$ cat src/aalc_pkg.sv
/*
 * Constants, register map and state encoding for the ADC automatic
 * level control. Assumes an 8-bit register space and a per-sample tick.
 */
package aalc_pkg;

    // ********************
    // Register map
    // ********************
    localparam logic [7:0] AALC_OFS_ENABLE  = 8'h30;
    localparam logic [7:0] AALC_OFS_RATE    = 8'h31;
    localparam logic [7:0] AALC_OFS_HOLD    = 8'h32;
    localparam logic [7:0] AALC_OFS_NOISE   = 8'h33;
    localparam logic [7:0] AALC_OFS_LOW     = 8'h34;
    localparam logic [7:0] AALC_OFS_HIGH    = 8'h35;
    localparam logic [7:0] AALC_OFS_GLIM    = 8'h36;
    localparam logic [7:0] AALC_OFS_ALIM    = 8'h37;
    localparam logic [7:0] AALC_OFS_CLIP    = 8'h38;

    // Writable bits; reserved bits read as zero
    localparam logic [7:0] AALC_MSK_ENABLE  = 8'h5F;
    localparam logic [7:0] AALC_MSK_HOLD    = 8'h0F;
    localparam logic [7:0] AALC_MSK_LEVEL   = 8'h3F;
    localparam logic [7:0] AALC_MSK_ALIM    = 8'h77;
    localparam logic [7:0] AALC_MSK_CLIP    = 8'h83;

    // Reset values
    localparam logic [7:0] AALC_RST_ENABLE  = 8'h00;
    localparam logic [7:0] AALC_RST_RATE    = 8'h00;
    localparam logic [7:0] AALC_RST_HOLD    = 8'h00;
    localparam logic [7:0] AALC_RST_NOISE   = 8'h3F;
    localparam logic [7:0] AALC_RST_LOW     = 8'h3F;
    localparam logic [7:0] AALC_RST_HIGH    = 8'h00;
    localparam logic [7:0] AALC_RST_GLIM    = 8'hFF;
    localparam logic [7:0] AALC_RST_ALIM    = 8'h71;
    localparam logic [7:0] AALC_RST_CLIP    = 8'h00;

    // Field positions
    localparam int AALC_EN_LSB      = 0;
    localparam int AALC_SYNC_LSB    = 4;
    localparam int AALC_ATTACK_LSB  = 0;
    localparam int AALC_RELEASE_LSB = 4;
    localparam int AALC_ATTEN_LSB   = 0;
    localparam int AALC_GMAX_LSB    = 4;

    // ********************
    // Timing, in hundredths of a sample period; hold base in whole sample periods
    // ********************
    localparam logic [22:0] AALC_TICK_X100     = 23'h000064;
    localparam logic [22:0] AALC_ATTACK_X100   = 23'h0002DD;
    localparam logic [22:0] AALC_RELEASE_X100  = 23'h000B32;
    localparam logic [3:0]  AALC_ATTACK_MAXSH  = 4'hC;
    localparam logic [3:0]  AALC_RELEASE_MAXSH = 4'hA;
    localparam logic [21:0] AALC_HOLD_BASE     = 22'h00003E;
    // One limit code is 6 dB, i.e. four 1.5 dB gain steps
    localparam int          AALC_STEP_SHIFT    = 2;

    typedef enum logic [4:0] {
        AALC_ST_OFF     = 5'b00001,
        AALC_ST_TRACK   = 5'b00010,
        AALC_ST_HOLD    = 5'b00100,
        AALC_ST_RELEASE = 5'b01000,
        AALC_ST_ATTACK  = 5'b10000
    } aalc_state_type;

endpackage

$ cat src/aalc_top.sv
/*
 * ADC automatic level control: register file and four channel loops.
 * Assumes register accesses, sample tick and level codes all come from
 * logic on i_ref_clk; levels are 1.5 dB attenuation codes (0 = 0 dBFS).
 */
// Function
// - Four enable bits switch the level loop on per ADC channel.
// - Enable zero keeps the loop idle; all loops disabled after reset.
// - Bits 7:4 pick hybrid analog/digital gain, bits 0 and 2 only.
// - Release code sets gain raise rate, 28.66 doubling, capped 29348.
// - Attack code sets gain cut rate, 7.33 doubling, capped 30024.
// - Hold code sets wait before raising, 62 doubling per code.
// - Inputs quieter than the noise threshold never change the gain.
// - Output below minimum target makes the loop raise the gain.
// - Release, attack and hold reset to code zero.
// - Output above maximum target makes the loop cut the gain.
// - Gain and attenuation are capped in 6 dB steps up to 90 dB.
`timescale 1ns/100ps

module aalc_channel
    import aalc_pkg::*;
(
    // Clock and reset
    input  wire logic              i_ref_clk,
    input  wire logic              i_rst_b,
    // Controls
    input  wire logic              i_tick,
    input  wire logic              i_en,
    input  wire logic [3:0]        i_attack,
    input  wire logic [3:0]        i_release,
    input  wire logic [3:0]        i_hold,
    input  wire logic [5:0]        i_noise,
    input  wire logic [5:0]        i_low,
    input  wire logic [5:0]        i_high,
    input  wire logic [3:0]        i_gain_max,
    input  wire logic [3:0]        i_atten_max,
    // Levels
    input  wire logic [5:0]        i_in_level,
    input  wire logic [5:0]        i_out_level,
    // Result
    output logic signed [7:0]      o_gain
);

    typedef struct packed {
        aalc_state_type   state;
        logic signed [7:0] gain;
        logic [21:0]      hold_cnt;
        logic [22:0]      acc;
    } aalc_chan_type;

    aalc_chan_type q;
    aalc_chan_type next_q;

    logic signed [7:0] gmax, amin;
    logic [22:0]       aper, rper;
    logic [21:0]       hper;

    // ********************
    // Loop
    // ********************
    always_comb begin
        gmax = $signed(8'(i_gain_max) << AALC_STEP_SHIFT);
        amin = -$signed(8'(i_atten_max) << AALC_STEP_SHIFT);
        aper = AALC_ATTACK_X100 << ((i_attack > AALC_ATTACK_MAXSH) ?
               AALC_ATTACK_MAXSH : i_attack);
        rper = AALC_RELEASE_X100 << ((i_release > AALC_RELEASE_MAXSH) ?
               AALC_RELEASE_MAXSH : i_release);
        hper = AALC_HOLD_BASE << i_hold;
        next_q = q;
        if (!i_en) begin
            next_q = '0;
            next_q.state = AALC_ST_OFF;
        end else if (i_tick) begin
            if (q.state == AALC_ST_OFF) begin
                next_q.state = AALC_ST_TRACK;
            end
            if (i_in_level > i_noise) begin
                // Input under the noise floor: gain and timers freeze
            end else if (i_out_level < i_high) begin
                next_q.hold_cnt = '0;
                next_q.acc = (q.state == AALC_ST_ATTACK) ?
                             q.acc + AALC_TICK_X100 : AALC_TICK_X100;
                next_q.state = AALC_ST_ATTACK;
                if (next_q.acc >= aper) begin
                    next_q.acc = '0;
                    if (q.gain > amin) begin
                        next_q.gain = q.gain - 8'sh01;
                    end
                end
            end else if (i_out_level > i_low) begin
                case (q.state)
                    AALC_ST_HOLD: begin
                        next_q.hold_cnt = q.hold_cnt + 22'h000001;
                        if (next_q.hold_cnt >= hper) begin
                            next_q.state = AALC_ST_RELEASE;
                            next_q.acc = '0;
                        end
                    end
                    AALC_ST_RELEASE: begin
                        next_q.acc = q.acc + AALC_TICK_X100;
                        if (next_q.acc >= rper) begin
                            next_q.acc = '0;
                            if (q.gain < gmax) begin
                                next_q.gain = q.gain + 8'sh01;
                            end
                        end
                    end
                    default: begin
                        next_q.state = AALC_ST_HOLD;
                        next_q.hold_cnt = '0;
                        next_q.acc = '0;
                    end
                endcase
            end else begin
                next_q.state = AALC_ST_TRACK;
                next_q.hold_cnt = '0;
                next_q.acc = '0;
            end
        end
        // Limits may be lowered while running; pull gain back at once
        if (next_q.gain > gmax) begin
            next_q.gain = gmax;
        end else if (next_q.gain < amin) begin
            next_q.gain = amin;
        end
    end

    always_ff @(posedge i_ref_clk or negedge i_rst_b) begin
        if (!i_rst_b) begin
            q <= '{state: AALC_ST_OFF, default: '0};
        end else begin
            q <= next_q;
        end
    end

    assign o_gain = q.gain;
endmodule // aalc_channel

module aalc_top
    import aalc_pkg::*;
#(
    parameter int CHANNELS = 4
) (
    // Clock and reset
    input  wire logic                  i_ref_clk,
    input  wire logic                  i_rst_b,
    // Register port
    input  wire logic [7:0]            i_reg_addr,
    input  wire logic                  i_reg_wr,
    input  wire logic [7:0]            i_reg_wdata,
    input  wire logic                  i_reg_rd,
    output logic [7:0]                 o_reg_rdata,
    // Audio path
    input  wire logic                  i_sample_tick,
    input  wire logic [6*CHANNELS-1:0] i_in_level,
    input  wire logic [6*CHANNELS-1:0] i_out_level,
    output logic [8*CHANNELS-1:0]      o_gain,
    output logic [CHANNELS-1:0]        o_hybrid
);

    typedef struct packed {
        logic [7:0]          enable;
        logic [7:0]          rate;
        logic [7:0]          hold;
        logic [7:0]          noise;
        logic [7:0]          low;
        logic [7:0]          high;
        logic [7:0]          glim;
        logic [7:0]          alim;
        logic [7:0]          clip;
        logic [7:0]          rdata;
        logic [CHANNELS-1:0] hybrid;
    } aalc_regs_type;

    aalc_regs_type q;
    aalc_regs_type next_q;

    // ********************
    // Register file
    // ********************
    always_comb begin
        next_q = q;
        if (i_reg_wr) begin
            if (i_reg_addr == AALC_OFS_ENABLE) begin
                next_q.enable = i_reg_wdata & AALC_MSK_ENABLE;
            end else if (i_reg_addr == AALC_OFS_RATE) begin
                next_q.rate = i_reg_wdata;
            end else if (i_reg_addr == AALC_OFS_HOLD) begin
                next_q.hold = i_reg_wdata & AALC_MSK_HOLD;
            end else if (i_reg_addr == AALC_OFS_NOISE) begin
                next_q.noise = i_reg_wdata & AALC_MSK_LEVEL;
            end else if (i_reg_addr == AALC_OFS_LOW) begin
                next_q.low = i_reg_wdata & AALC_MSK_LEVEL;
            end else if (i_reg_addr == AALC_OFS_HIGH) begin
                next_q.high = i_reg_wdata & AALC_MSK_LEVEL;
            end else if (i_reg_addr == AALC_OFS_GLIM) begin
                next_q.glim = i_reg_wdata;
            end else if (i_reg_addr == AALC_OFS_ALIM) begin
                next_q.alim = i_reg_wdata & AALC_MSK_ALIM;
            end else if (i_reg_addr == AALC_OFS_CLIP) begin
                next_q.clip = i_reg_wdata & AALC_MSK_CLIP;
            end
        end
        // Unmapped addresses read as zero
        next_q.rdata = 8'h00;
        if (i_reg_rd) begin
            if (i_reg_addr == AALC_OFS_ENABLE) begin
                next_q.rdata = q.enable;
            end else if (i_reg_addr == AALC_OFS_RATE) begin
                next_q.rdata = q.rate;
            end else if (i_reg_addr == AALC_OFS_HOLD) begin
                next_q.rdata = q.hold;
            end else if (i_reg_addr == AALC_OFS_NOISE) begin
                next_q.rdata = q.noise;
            end else if (i_reg_addr == AALC_OFS_LOW) begin
                next_q.rdata = q.low;
            end else if (i_reg_addr == AALC_OFS_HIGH) begin
                next_q.rdata = q.high;
            end else if (i_reg_addr == AALC_OFS_GLIM) begin
                next_q.rdata = q.glim;
            end else if (i_reg_addr == AALC_OFS_ALIM) begin
                next_q.rdata = q.alim;
            end else if (i_reg_addr == AALC_OFS_CLIP) begin
                next_q.rdata = q.clip;
            end
        end
        // Channel pairs share the hybrid bit of their ADC
        for (int i = 0; i < CHANNELS; i++) begin
            next_q.hybrid[i] = q.enable[AALC_EN_LSB + i] &
                q.enable[AALC_SYNC_LSB + (i / 2) * 2];
        end
    end

    always_ff @(posedge i_ref_clk or negedge i_rst_b) begin
        if (!i_rst_b) begin
            q <= '{enable: AALC_RST_ENABLE, rate: AALC_RST_RATE,
                   hold: AALC_RST_HOLD, noise: AALC_RST_NOISE,
                   low: AALC_RST_LOW, high: AALC_RST_HIGH,
                   glim: AALC_RST_GLIM, alim: AALC_RST_ALIM,
                   clip: AALC_RST_CLIP, default: '0};
        end else begin
            q <= next_q;
        end
    end

    assign o_reg_rdata = q.rdata;
    assign o_hybrid    = q.hybrid;

    // ********************
    // Channel loops
    // ********************
    for (genvar c = 0; c < CHANNELS; c++) begin : g_chan
        aalc_channel u_chan (
            .i_ref_clk   (i_ref_clk),
            .i_rst_b     (i_rst_b),
            .i_tick      (i_sample_tick),
            .i_en        (q.enable[AALC_EN_LSB + c]),
            .i_attack    (q.rate[AALC_ATTACK_LSB +: 4]),
            .i_release   (q.rate[AALC_RELEASE_LSB +: 4]),
            .i_hold      (q.hold[3:0]),
            .i_noise     (q.noise[5:0]),
            .i_low       (q.low[5:0]),
            .i_high      (q.high[5:0]),
            .i_gain_max  (q.glim[AALC_GMAX_LSB +: 4]),
            .i_atten_max (q.glim[AALC_ATTEN_LSB +: 4]),
            .i_in_level  (i_in_level[6*c +: 6]),
            .i_out_level (i_out_level[6*c +: 6]),
            .o_gain      (o_gain[8*c +: 8])
        );
    end
endmodule // aalc_top

$ cat config.mk
export PLATFORM = sky130hd
export DESIGN_NAME = aalc_top
export DESIGN_NICKNAME = d
export VERILOG_FILES = /design/src/aalc_pkg.sv /design/src/aalc_top.sv
export SDC_FILE = /design/constraint.sdc
export NUM_CORES = 1
export LEC_CHECK = 0
export ABC_CLOCK_PERIOD_IN_PS = 13900
export BUFFER_PORTS_ARGS = -buffer_cell sky130_fd_sc_hd__buf_2
export CAP_MARGIN = 20
export CORE_ASPECT_RATIO = 0.7
export CORE_MARGIN = 5
export CORE_UTILIZATION = 30
export CTS_CLUSTER_DIAMETER = 40
export DETAILED_ROUTE_END_ITERATION = 8
export GPL_TIMING_DRIVEN = 0
export HOLD_SLACK_MARGIN = 0.08
export PLACE_DENSITY = 0.44
export SYNTH_ARGS = -nofsm -noshare
export SYNTH_HDL_FRONTEND = slang
export SYNTH_SLANG_ARGS = --single-unit
$ cat constraint.sdc
create_clock -name i_ref_clk -period 13.9 [get_ports i_ref_clk]
set_input_delay 2.085 -clock i_ref_clk [delete_from_list [all_inputs] [get_ports i_ref_clk]]
set_output_delay 2.085 -clock i_ref_clk [all_outputs]
set_load 0.01 [all_outputs]
==> impl_metrics.ini, run 1 <==
[status]
status = completed

[cells_and_area]
area_growth_pct = 16.1
post-route-util = 0.350
multi_input_area_sq_um = 19400
fin_nets = 4069
nFillCells = 9799
register_area_sq_um = 7470
drive_gt1_frac = 0.119

[clocking]
clkTransAtPathRegs_ps = 60
ctsLongestPathBuffers = 3
clock-root-buffer = clkbuf_16
h-tree-depth = 3
clk_latency_ps = 660
cts_made_buffers = 68
holdBufCountCts = 0
cts_tree = built
clock-sinks = 297
post_cts_resized = 0
post-cts-setup-buffers = 0

[sta]
rsz0062_at_grt = no
finalHoldViolCount = 0
setup_violations = 0
relSlewSlack = 0.139
fmax_mhz = 111
worstMarginPinSlew_ps = 1260
setup-tns-final_ps = 0
period_share = 0.648
fin_skew_ps = 42.5
finalMaxSlewViolations = 0
min_period_ps = 9010

[power_and_ir_drop]
combPwrFrac = 0.132
clock_power_share = 0.559
p_sw_frac = 0.298
power_switching_uw = 864
power.density_nw_per_um2 = 88.5
p_int_mw = 2.04
p_seq_frac = 0.309
power.leakage_nw = 15.7
vdd_drop_max_v = 0.0000745

[worst_setup_path]
crit_cells = 29
rr_startpoint = q[71]
crit_fanout = 10
path_class = reg -> reg
slowest_delay_ps = 920
critPathLaunchType = register
rrSetupSlack_ps = 4890
r2r_cells = 29
rr_endpoint = g_chan[3].u_chan.o_gain[2]
crit_path_frequent_cell = o21ai_0
cp_slowest_cell = a311oi_1
crit_path_start = q[71]
critPathBufInv = 4
critPathArrivalTime_ps = 9560
crit_path_end_kind = register
cp.required_ps = 14450
cp_top_family = compound AO/OA/AOI/OAI gates

[die]
die_width_microns = 377
core_area_sq_um = 93600
die_y_microns = 267
dieArea_sq_um = 100000
initial_utilization = 0.302
io_pins = 113
num_rows = 94

[logic_synthesis]
syn_area_per_cell_sq_um = 8.36
synthesis.area_sq_um = 28200
synth_cell_types = 88
seq_area_frac_synth = 0.265
synthCells = 3378
synth_edf_count = 0
synth_ff_type = dfrtp_1
ys_warn_count = 0
async_reset_ff_frac = 1.00
yosys_register_bits = 297

[global_route]
grt_start_max_net_pins = 112
grt.total_usage = 0.205
antenna_found_initial = 2
grt_pass1_vias = 24468
grt_pass1_wl_microns = 157000
grt-ovfl-total = 0

[route]
drt_iter0_drc = 2146
detail-route-antenna-nets = 0
drc = 0
first_pass_iters = 5
vias = 26000
wl_per_cell_microns = 21.4
postRouteWirelength_microns = 104000
viasPerCell = 5.33

[flow_run]
max-cap-violations = 0

[hold_path]
hp-start = g_chan[1].u_chan.q[53]
min-delay-path-class = reg -> reg
whs_path_depth = 2
hold_end = g_chan[1].u_chan.q[53]

[placed_design]
place_congestion = 0.876
dp_hpwl_microns = 81600
portBuffers = 109
==> state kept, by name, indices dropped and copies added (netlist names) <==
name,cells
q,53
o_reg_rdata,8
g_chan.u_chan.o_gain,32
o_hybrid,4
g_chan.u_chan.q,200
==> placed cells by master (no fill, tap or decap), types with 56 or more instances in the layout <==
cell type / netlist / routed
a21o_1: 56 / 56
a21oi_1: 194 / 194
and3_1: 58 / 58
buf_2: 6 / 118
clkbuf_1: 92 / 103
clkbuf_16: 0 / 69
dfrtp_1: 269 / 269
ha_1: 426 / 426
inv_1: 178 / 178
mux2_2: 63 / 63
nand2_1: 335 / 335
nand3_1: 140 / 140
nand4_1: 76 / 76
nor2_1: 274 / 274
nor3_1: 59 / 59
o21ai_0: 255 / 255
xnor2_1: 89 / 89
xor2_1: 85 / 84
==> synth_stat cells, types with 9 or more instances <==
cell	instances	area [sq um]
or3_1	24	150
xnor2_1	89	780
nor3b_1	9	67.6
and2_1	48	300
xor2_1	85	744
a211o_1	11	96.3
dfstp_2	28	736
buf_4	44	330
or2_2	19	119
a31oi_1	26	163
nor2b_1	35	219
o211a_1	9	90.1
o211ai_1	27	203
o21ai_0	255	1280
nand2b_1	45	282
ha_1	426	5330
mux2i_1	27	270
nor3_1	59	295
inv_1	178	668
clkbuf_1	92	345
o31ai_1	43	323
a211oi_1	20	150
a21oi_1	194	971
a22o_1	49	429
o21a_1	34	255
a21o_1	56	420
nor2_1	274	1030
and3_1	58	363
dfrtp_1	269	6730
nand3b_1	9	67.6
and4_1	12	105
o22ai_1	15	93.8
nand2_1	335	1260
nand4_1	76	475
mux2_2	63	709
nand3_1	140	701
nor4_1	24	150
o221ai_1	9	78.8
a2111oi_0	11	96.3
==> layer usage <==
| layer | vias to the layer above | part of all wire | GRT usage |
|---|---|---|---|
| li1 | 12742 | - | - |
| met1 | 12346 | 0.53 | 0.324 |
| met2 | 810 | 0.37 | 0.271 |
| met3 | 100 | 0.077 | 0.0561 |
| met4 | 2 | 0.016 | 0.0406 |
| met5 | - | 0.00011 | 0 |
==> worst reg2reg max path, delay by kind of cell, from the launching register on <==
| family | cells | cell delay [ps] |
|---|---|---|
| AO/OA/AOI/OAI | 10 | 3170 |
| multiplexers | 1 | 260 |
| XOR/XNOR | 1 | 150 |
| flip-flops | 1 | 320 |
| AND/OR/NAND/NOR | 10 | 2720 |
| buffers and inverters | 4 | 1320 |
| adder cells (fa/ha/maj) | 3 | 980 |
==> cells by family (layout without fill, tap and decap cells) <==
| group | Yosys count | after routing | share of synthesized area |
|---|---|---|---|
| buf+inv | 327 | 574 | 0.0496 |
| flops | 297 | 297 | 0.265 |
| xor+xnor | 174 | 174 | 0.0540 |
| compound gates | 867 | 867 | 0.200 |
| fa+ha+maj | 427 | 427 | 0.189 |
| mux | 91 | 91 | 0.0355 |
| other cells | 1 | 5 | 0.000133 |
| simple gates | 1194 | 1194 | 0.207 |
==> worst max path at each step <==
stage / endpoint / slack (ps)
floorplan: g_chan[3].u_chan.o_gain[2] / 7880
CTS: g_chan[3].u_chan.o_gain[2] / 5190
global route: g_chan[3].u_chan.o_gain[2] / 4500
global placement: g_chan[1].u_chan.q[37] / 4250
detailed placement: g_chan[3].u_chan.o_gain[2] / 5200
finish: g_chan[3].u_chan.o_gain[2] / 4890
==> power groups by stage <==
stage	sequential (mW)	combinational, mW	clock (mW)
after floorplan	0.901	0.225	0
after global placement	0.908	0.376	0
after detailed placement	0.908	0.380	0
after CTS	0.895	0.383	1.66
after global routing	0.896	0.431	1.70
final	0.895	0.384	1.62
==> layout make-up <==
type,count,share of cell area
Antenna cell,1,0.0000763
Multi-Input combinational cell,2757,0.591
Clock buffer,87,0.0569
Buffer,149,0.0223
Inverter,178,0.0204
Tap cell,1248,0.0476
Sequential cell,297,0.228
Clock inverter,37,0.0125
Timing Repair Buffer,123,0.0213
==> per-stage QoR <==
step	instance area, sq um	instances	power (mW)	hold slack, ps	worst slack, ps
after CTS	32800	4872	2.94	483	5190
after global placement	30300	4738	1.28	474	4250
after detailed placement	30500	4748	1.29	476	5200
after global routing	32800	4876	3.03	515	4500
after floorplan	28200	3381	1.13	455	7880
final	32800	4877	2.90	482	4890
No activity file was read; power rests on OpenSTA's default activity.
==> run 2, diff against run 1 <==
--- a/config.mk
+++ b/config.mk
@@ -5,7 +5,7 @@
 export SDC_FILE = /design/constraint.sdc
 export NUM_CORES = 1
 export LEC_CHECK = 0
-export ABC_CLOCK_PERIOD_IN_PS = 13900
+export ABC_CLOCK_PERIOD_IN_PS = 7600
 export BUFFER_PORTS_ARGS = -buffer_cell sky130_fd_sc_hd__buf_2
 export CAP_MARGIN = 20
 export CORE_ASPECT_RATIO = 0.7
@@ -15,7 +15,7 @@
 export DETAILED_ROUTE_END_ITERATION = 8
 export GPL_TIMING_DRIVEN = 0
 export HOLD_SLACK_MARGIN = 0.08
-export PLACE_DENSITY = 0.44
+export PLACE_DENSITY = 0.45
 export SYNTH_ARGS = -nofsm -noshare
 export SYNTH_HDL_FRONTEND = slang
 export SYNTH_SLANG_ARGS = --single-unit
==> constraint.sdc (replaced) <==
create_clock -name i_ref_clk -period 7.6 [get_ports i_ref_clk]
set_input_delay 1.14 -clock i_ref_clk [delete_from_list [all_inputs] [get_ports i_ref_clk]]
set_output_delay 1.14 -clock i_ref_clk [all_outputs]
set_load 0.01 [all_outputs]
==> impl_metrics.ini, run 2 (same netlist as run 1, synthesis figures left out) <==
[worst_setup_path]
path_class = reg -> reg
crit_fanout = 10
rrSetupSlack_ps = 220
critPathArrivalTime_ps = 7910
crit_path_end_kind = register
cp.required_ps = 8130
critPathLaunchType = register

[die]
initial_utilization = 0.302
dieArea_sq_um = 100000
io_pins = 113
die_y_microns = 267
num_rows = 94
die_width_microns = 377
core_area_sq_um = 93600

[sta]
fmax_mhz = 135
period_share = 0.971
finalHoldViolCount = 0
finalMaxSlewViolations = 0
min_period_ps = 7380
worst_slack_ps = 218
rsz0062_at_grt = yes
setup_violations = 0
relSlewSlack = 0.234
worstMarginPinSlew_ps = 1140
fin_skew_ps = 35.0

[route]
viasPerCell = 5.31
postRouteWirelength_microns = 103000
wl_per_cell_microns = 21.2
first_pass_iters = 5
vias = 25898
detail-route-antenna-nets = 0
drt_iter0_drc = 2261
drc = 0

[cells_and_area]
regMostFlops = g_chan.u_chan.q
fin_nets = 4068
finalNonFillerCells = 4876
nFillCells = 9869
final_common_cell = ha_1
multi_input_area_sq_um = 19500
final_cell_mix = ha_1 (426), nand2_1 (334), nor2_1 (273)
largest_reg_flops = 200
register_area_sq_um = 7470
area_growth_pct = 17.5
drive_gt1_frac = 0.126

[global_route]
grt_pass1_wl_microns = 156000
grt.total_usage = 0.203
grt_start_max_net_pins = 99
grt_pass1_vias = 24335
grt-ovfl-total = 0
antenna_found_initial = 6

[power_and_ir_drop]
vdd_drop_max_v = 0.000132
power.density_nw_per_um2 = 168
power.leakage_nw = 15.9

[hold_path]
min-delay-path-class = in -> async

[placed_design]
place_congestion = 0.883
dp_slack_ps = -1160
dp_hpwl_microns = 80900
portBuffers = 109
place_inst = 4750

[flow_run]
max-cap-violations = 0

[clocking]
holdBufCountCts = 0
h-tree-depth = 3
cts_tree = built
clk_latency_ps = 650
cts_made_buffers = 68
clock-sinks = 297
clkTransAtPathRegs_ps = 60
clock-root-buffer = clkbuf_16
ctsLongestPathBuffers = 3

[status]
status = completed
-- run 2: cell types whose count changed in the layout (fill, tap and decap cells not counted), moves of 3 or more --
cell       before  now
clkbuf_8        7   10
clkbuf_1      103   96
bufinv_16       4   11
dfrtp_1       269  266
clkinv_2       15    4
buf_4          49   53
dfrtp_2         0    3
o21ai_0       255  251
o21ai_1         4    7
-- run 2: worst max-delay path: stages (launching register included) --
cell and delay, ps:
dfrtp_2 510, clkbuf_2 310, buf_2 280, nand2_1 80, nand2_1 90, ha_1 280, mux2_2 280, o21ai_1 550
ha_1 270, nand4_1 340, nor4_1 460, nor4b_2 170, a2111oi_4 650, nor3_2 190, o21a_1 270, or3_1 340
a21oi_1 390, ha_1 320, o21a_1 180, o21ai_0 140, nand2b_1 80, a21oi_1 200, o221ai_2 260, mux2_2 330
mux2_2 250
-- run 2: metrics by stage --
stage / utilization / power (mW) / cell area [sq um] / TNS, ps / hold slack [ps]
floorplan: - / 2.06 / 28200 / 0 / 455
finish: 0.354 / 5.59 / 33200 / 0 / 427
global placement: 0.324 / 2.35 / 30300 / -300490 / 480
detailed placement: 0.326 / 2.35 / 30500 / -21260 / 484
global route: 0.354 / 5.82 / 33200 / -28.1 / 434
CTS: 0.353 / 5.65 / 33100 / 0 / 419
-- run 2: cell type report --
cell class,instances,share of cell area
Buffer,144,0.0218
Antenna cell,1,0.0000755
Sequential cell,297,0.225
Clock inverter,32,0.0169
Tap cell,1248,0.0471
Clock buffer,92,0.0583
Timing Repair Buffer,127,0.0230
Inverter,178,0.0201
Multi-Input combinational cell,2757,0.587
-- run 2: what timing repair did --
item,CTS,global route
buffers inserted,2,3
pin swaps,1,4
gates resized for setup,18,15
endpoints found under the setup margin,42,32
-- run 2: final timing paths --
kind / from / to / cells past startpoint
max: q[75] / g_chan[2].u_chan.o_gain[2] / 24
min: i_rst_b / g_chan[0].u_chan.q[14] / 1
max reg2reg: q[75] / g_chan[2].u_chan.o_gain[2] / 24
min reg2reg: g_chan[0].u_chan.q[53] / g_chan[0].u_chan.q[53] / 2
max in group asynchronous: i_rst_b / g_chan[2].u_chan.q[33] / 3
min in group i_ref_clk: g_chan[0].u_chan.q[53] / g_chan[0].u_chan.q[53] / 2
-- run 2: power by group --
group | switching, mW | internal [mW]
Clock | 1.06 | 2.18
Sequential | 0.0313 | 1.61
Combinational | 0.474 | 0.230
-- run 2: routing by layer --
layer | up-vias | GRT usage | routed length, microns
met4 | 6 | 0.0346 | 1520
met1 | 12251 | 0.324 | 55100
met3 | 113 | 0.0584 | 8160
met5 | - | 0 | 41
li1 | 12746 | - | -
met2 | 782 | 0.267 | 38600
==> run 3, diff against run 2 <==
--- a/config.mk
+++ b/config.mk
@@ -16,6 +16,7 @@
 export GPL_TIMING_DRIVEN = 0
 export HOLD_SLACK_MARGIN = 0.08
 export PLACE_DENSITY = 0.45
+export REMOVE_ABC_BUFFERS = 1
 export SYNTH_ARGS = -nofsm -noshare
 export SYNTH_HDL_FRONTEND = slang
 export SYNTH_SLANG_ARGS = --single-unit
==> constraint.sdc (replaced) <==
create_clock -name i_ref_clk -period 7.6 [get_ports i_ref_clk]
set_input_delay 1.14 -clock i_ref_clk [delete_from_list [all_inputs] [get_ports i_ref_clk]]
set_output_delay 1.14 -clock i_ref_clk [all_outputs]
set_load 0.1 [all_outputs]
==> impl_metrics.ini, run 3 (same netlist as run 1, synthesis figures left out) <==
[clocking]
cts_made_buffers = 55
clkTransAtPathRegs_ps = 60
h-tree-depth = 2
clk_latency_ps = 640
clock-sinks = 297
clock-root-buffer = clkbuf_16
ctsLongestPathBuffers = 3
cts_tree = built

[sta]
fmax_mhz = 138
worst_slack_ps = 351
setup_violations = 0
period_share = 0.954
finalMaxSlewViolations = 0
relSlewSlack = 0.229
setup-tns-final_ps = 0
rsz0062_at_grt = no
hold_slack_ps = 453
finalHoldViolCount = 0
fin_skew_ps = 39.7
worstMarginPinSlew_ps = 1120
min_period_ps = 7250

[die]
io_pins = 113
die_y_microns = 267
dieArea_sq_um = 100000
core_area_sq_um = 93600
die_width_microns = 377
initial_utilization = 0.302
num_rows = 94

[route]
postRouteWirelength_microns = 101000
detail-route-antenna-nets = 0
wl_per_cell_microns = 21.3
viasPerCell = 5.35
first_pass_iters = 5
drc = 0
vias = 25266
drt_iter0_drc = 1870

[cells_and_area]
post-route-util = 0.343
antennaDiodeCount = 0
final_common_cell = ha_1
finalNonFillerCells = 4723
final_cell_mix = ha_1 (426), nand2_1 (334), nor2_1 (269)
multi_input_area_sq_um = 19500
fin_area_sq_um = 32100
register_area_sq_um = 7480
drive_gt1_frac = 0.117
largest_reg_flops = 200
fin_nets = 3923
regMostFlops = g_chan.u_chan.q
nFillCells = 9836
area_growth_pct = 13.7

[worst_setup_path]
cp_slowest_cell = dfrtp_1
crit_fanout = 18
path_class = reg -> reg
crit_path_frequent_cell = o21ai_0
rrSetupSlack_ps = 350
slowest_delay_ps = 770
critPathLaunchType = register
crit_path_end_kind = register
cp.required_ps = 8120
critPathArrivalTime_ps = 7770

[global_route]
grt-ovfl-total = 0
antenna_found_initial = 3
grt_pass1_wl_microns = 151000
grt_start_max_net_pins = 95
grt_pass1_vias = 23546
grt.total_usage = 0.195

[hold_path]
min-delay-path-class = in -> async

[power_and_ir_drop]
vdd_drop_max_v = 0.000157
power.density_nw_per_um2 = 157
total_power_mw = 5.05
power.leakage_nw = 15.3

[placed_design]
dpl_cell_area_sq_um = 30000
portBuffers = 112
dp_hpwl_microns = 78800
place_inst = 4613
place_congestion = 0.877
dp_slack_ps = -806

[status]
status = completed

[flow_run]
max-cap-violations = 0
## run 3: cell types whose count changed in the layout (fill, tap and decap cells not counted), sizes merged
cell / change
clkinvlp: -1
bufinv: -4
diode: -1
clkbuf: -114
clkinv: +3
buf: -44
inv: +8
## run 3: layer usage
layer	vias up	GRT usage	part of all wire
li1	12433	-	-
met1	12045	0.314	0.53
met2	705	0.263	0.38
met3	81	0.0400	0.076
met4	2	0.0355	0.015
met5	-	0.0108	0.0015
## run 3: timing repair
item,in CTS,in global routing
gates cloned,0,0
hold endpoints to repair,0,0
buffers inserted,0,3
hold buffers,0,0
setup endpoints to repair,22,31
pin swaps,0,2
gates resized for setup,4,14
## run 3: path summary, 6_finish.rpt
kind                                             start                          to  cells after the start
min in group i_ref_clk          g_chan[1].u_chan.q[53]      g_chan[1].u_chan.q[53]                      2
worst max-delay path                             q[74]  g_chan[3].u_chan.o_gain[2]                     26
worst min-delay path                           i_rst_b  g_chan[3].u_chan.o_gain[0]                      1
max in group asynchronous                      i_rst_b      g_chan[2].u_chan.q[15]                      3
worst max register to register                   q[74]  g_chan[3].u_chan.o_gain[2]                     26
worst min register to register  g_chan[1].u_chan.q[53]      g_chan[1].u_chan.q[53]                      2
## run 3: area by class of cell
class | instances | area share
tap | 1248 | 0.0486
clock buffer | 66 | 0.0467
sequential | 297 | 0.233
inverter | 178 | 0.0208
timing repair buffer | 139 | 0.0280
multi-input combinational | 2757 | 0.607
clock inverter | 38 | 0.0160
## run 3: power by group
part / internal, mW / switching, mW / leakage [nW]
Clock: 1.68 / 1.01 / 0.983
Sequential: 1.61 / 0.0488 / 4.03
Combinational: 0.225 / 0.477 / 10.3
## run 3: critical path: cells and delay by family, from the launching register on
kind | cells | cell delay [ps]
DFF | 1 | 770
AOI/OAI and AO/OA | 12 | 3110
buffers and inverters | 2 | 320
and+or+nand+nor | 7 | 1340
xor gates and xnor gates | 1 | 320
muxes | 1 | 250
adders and majority gates | 3 | 1010
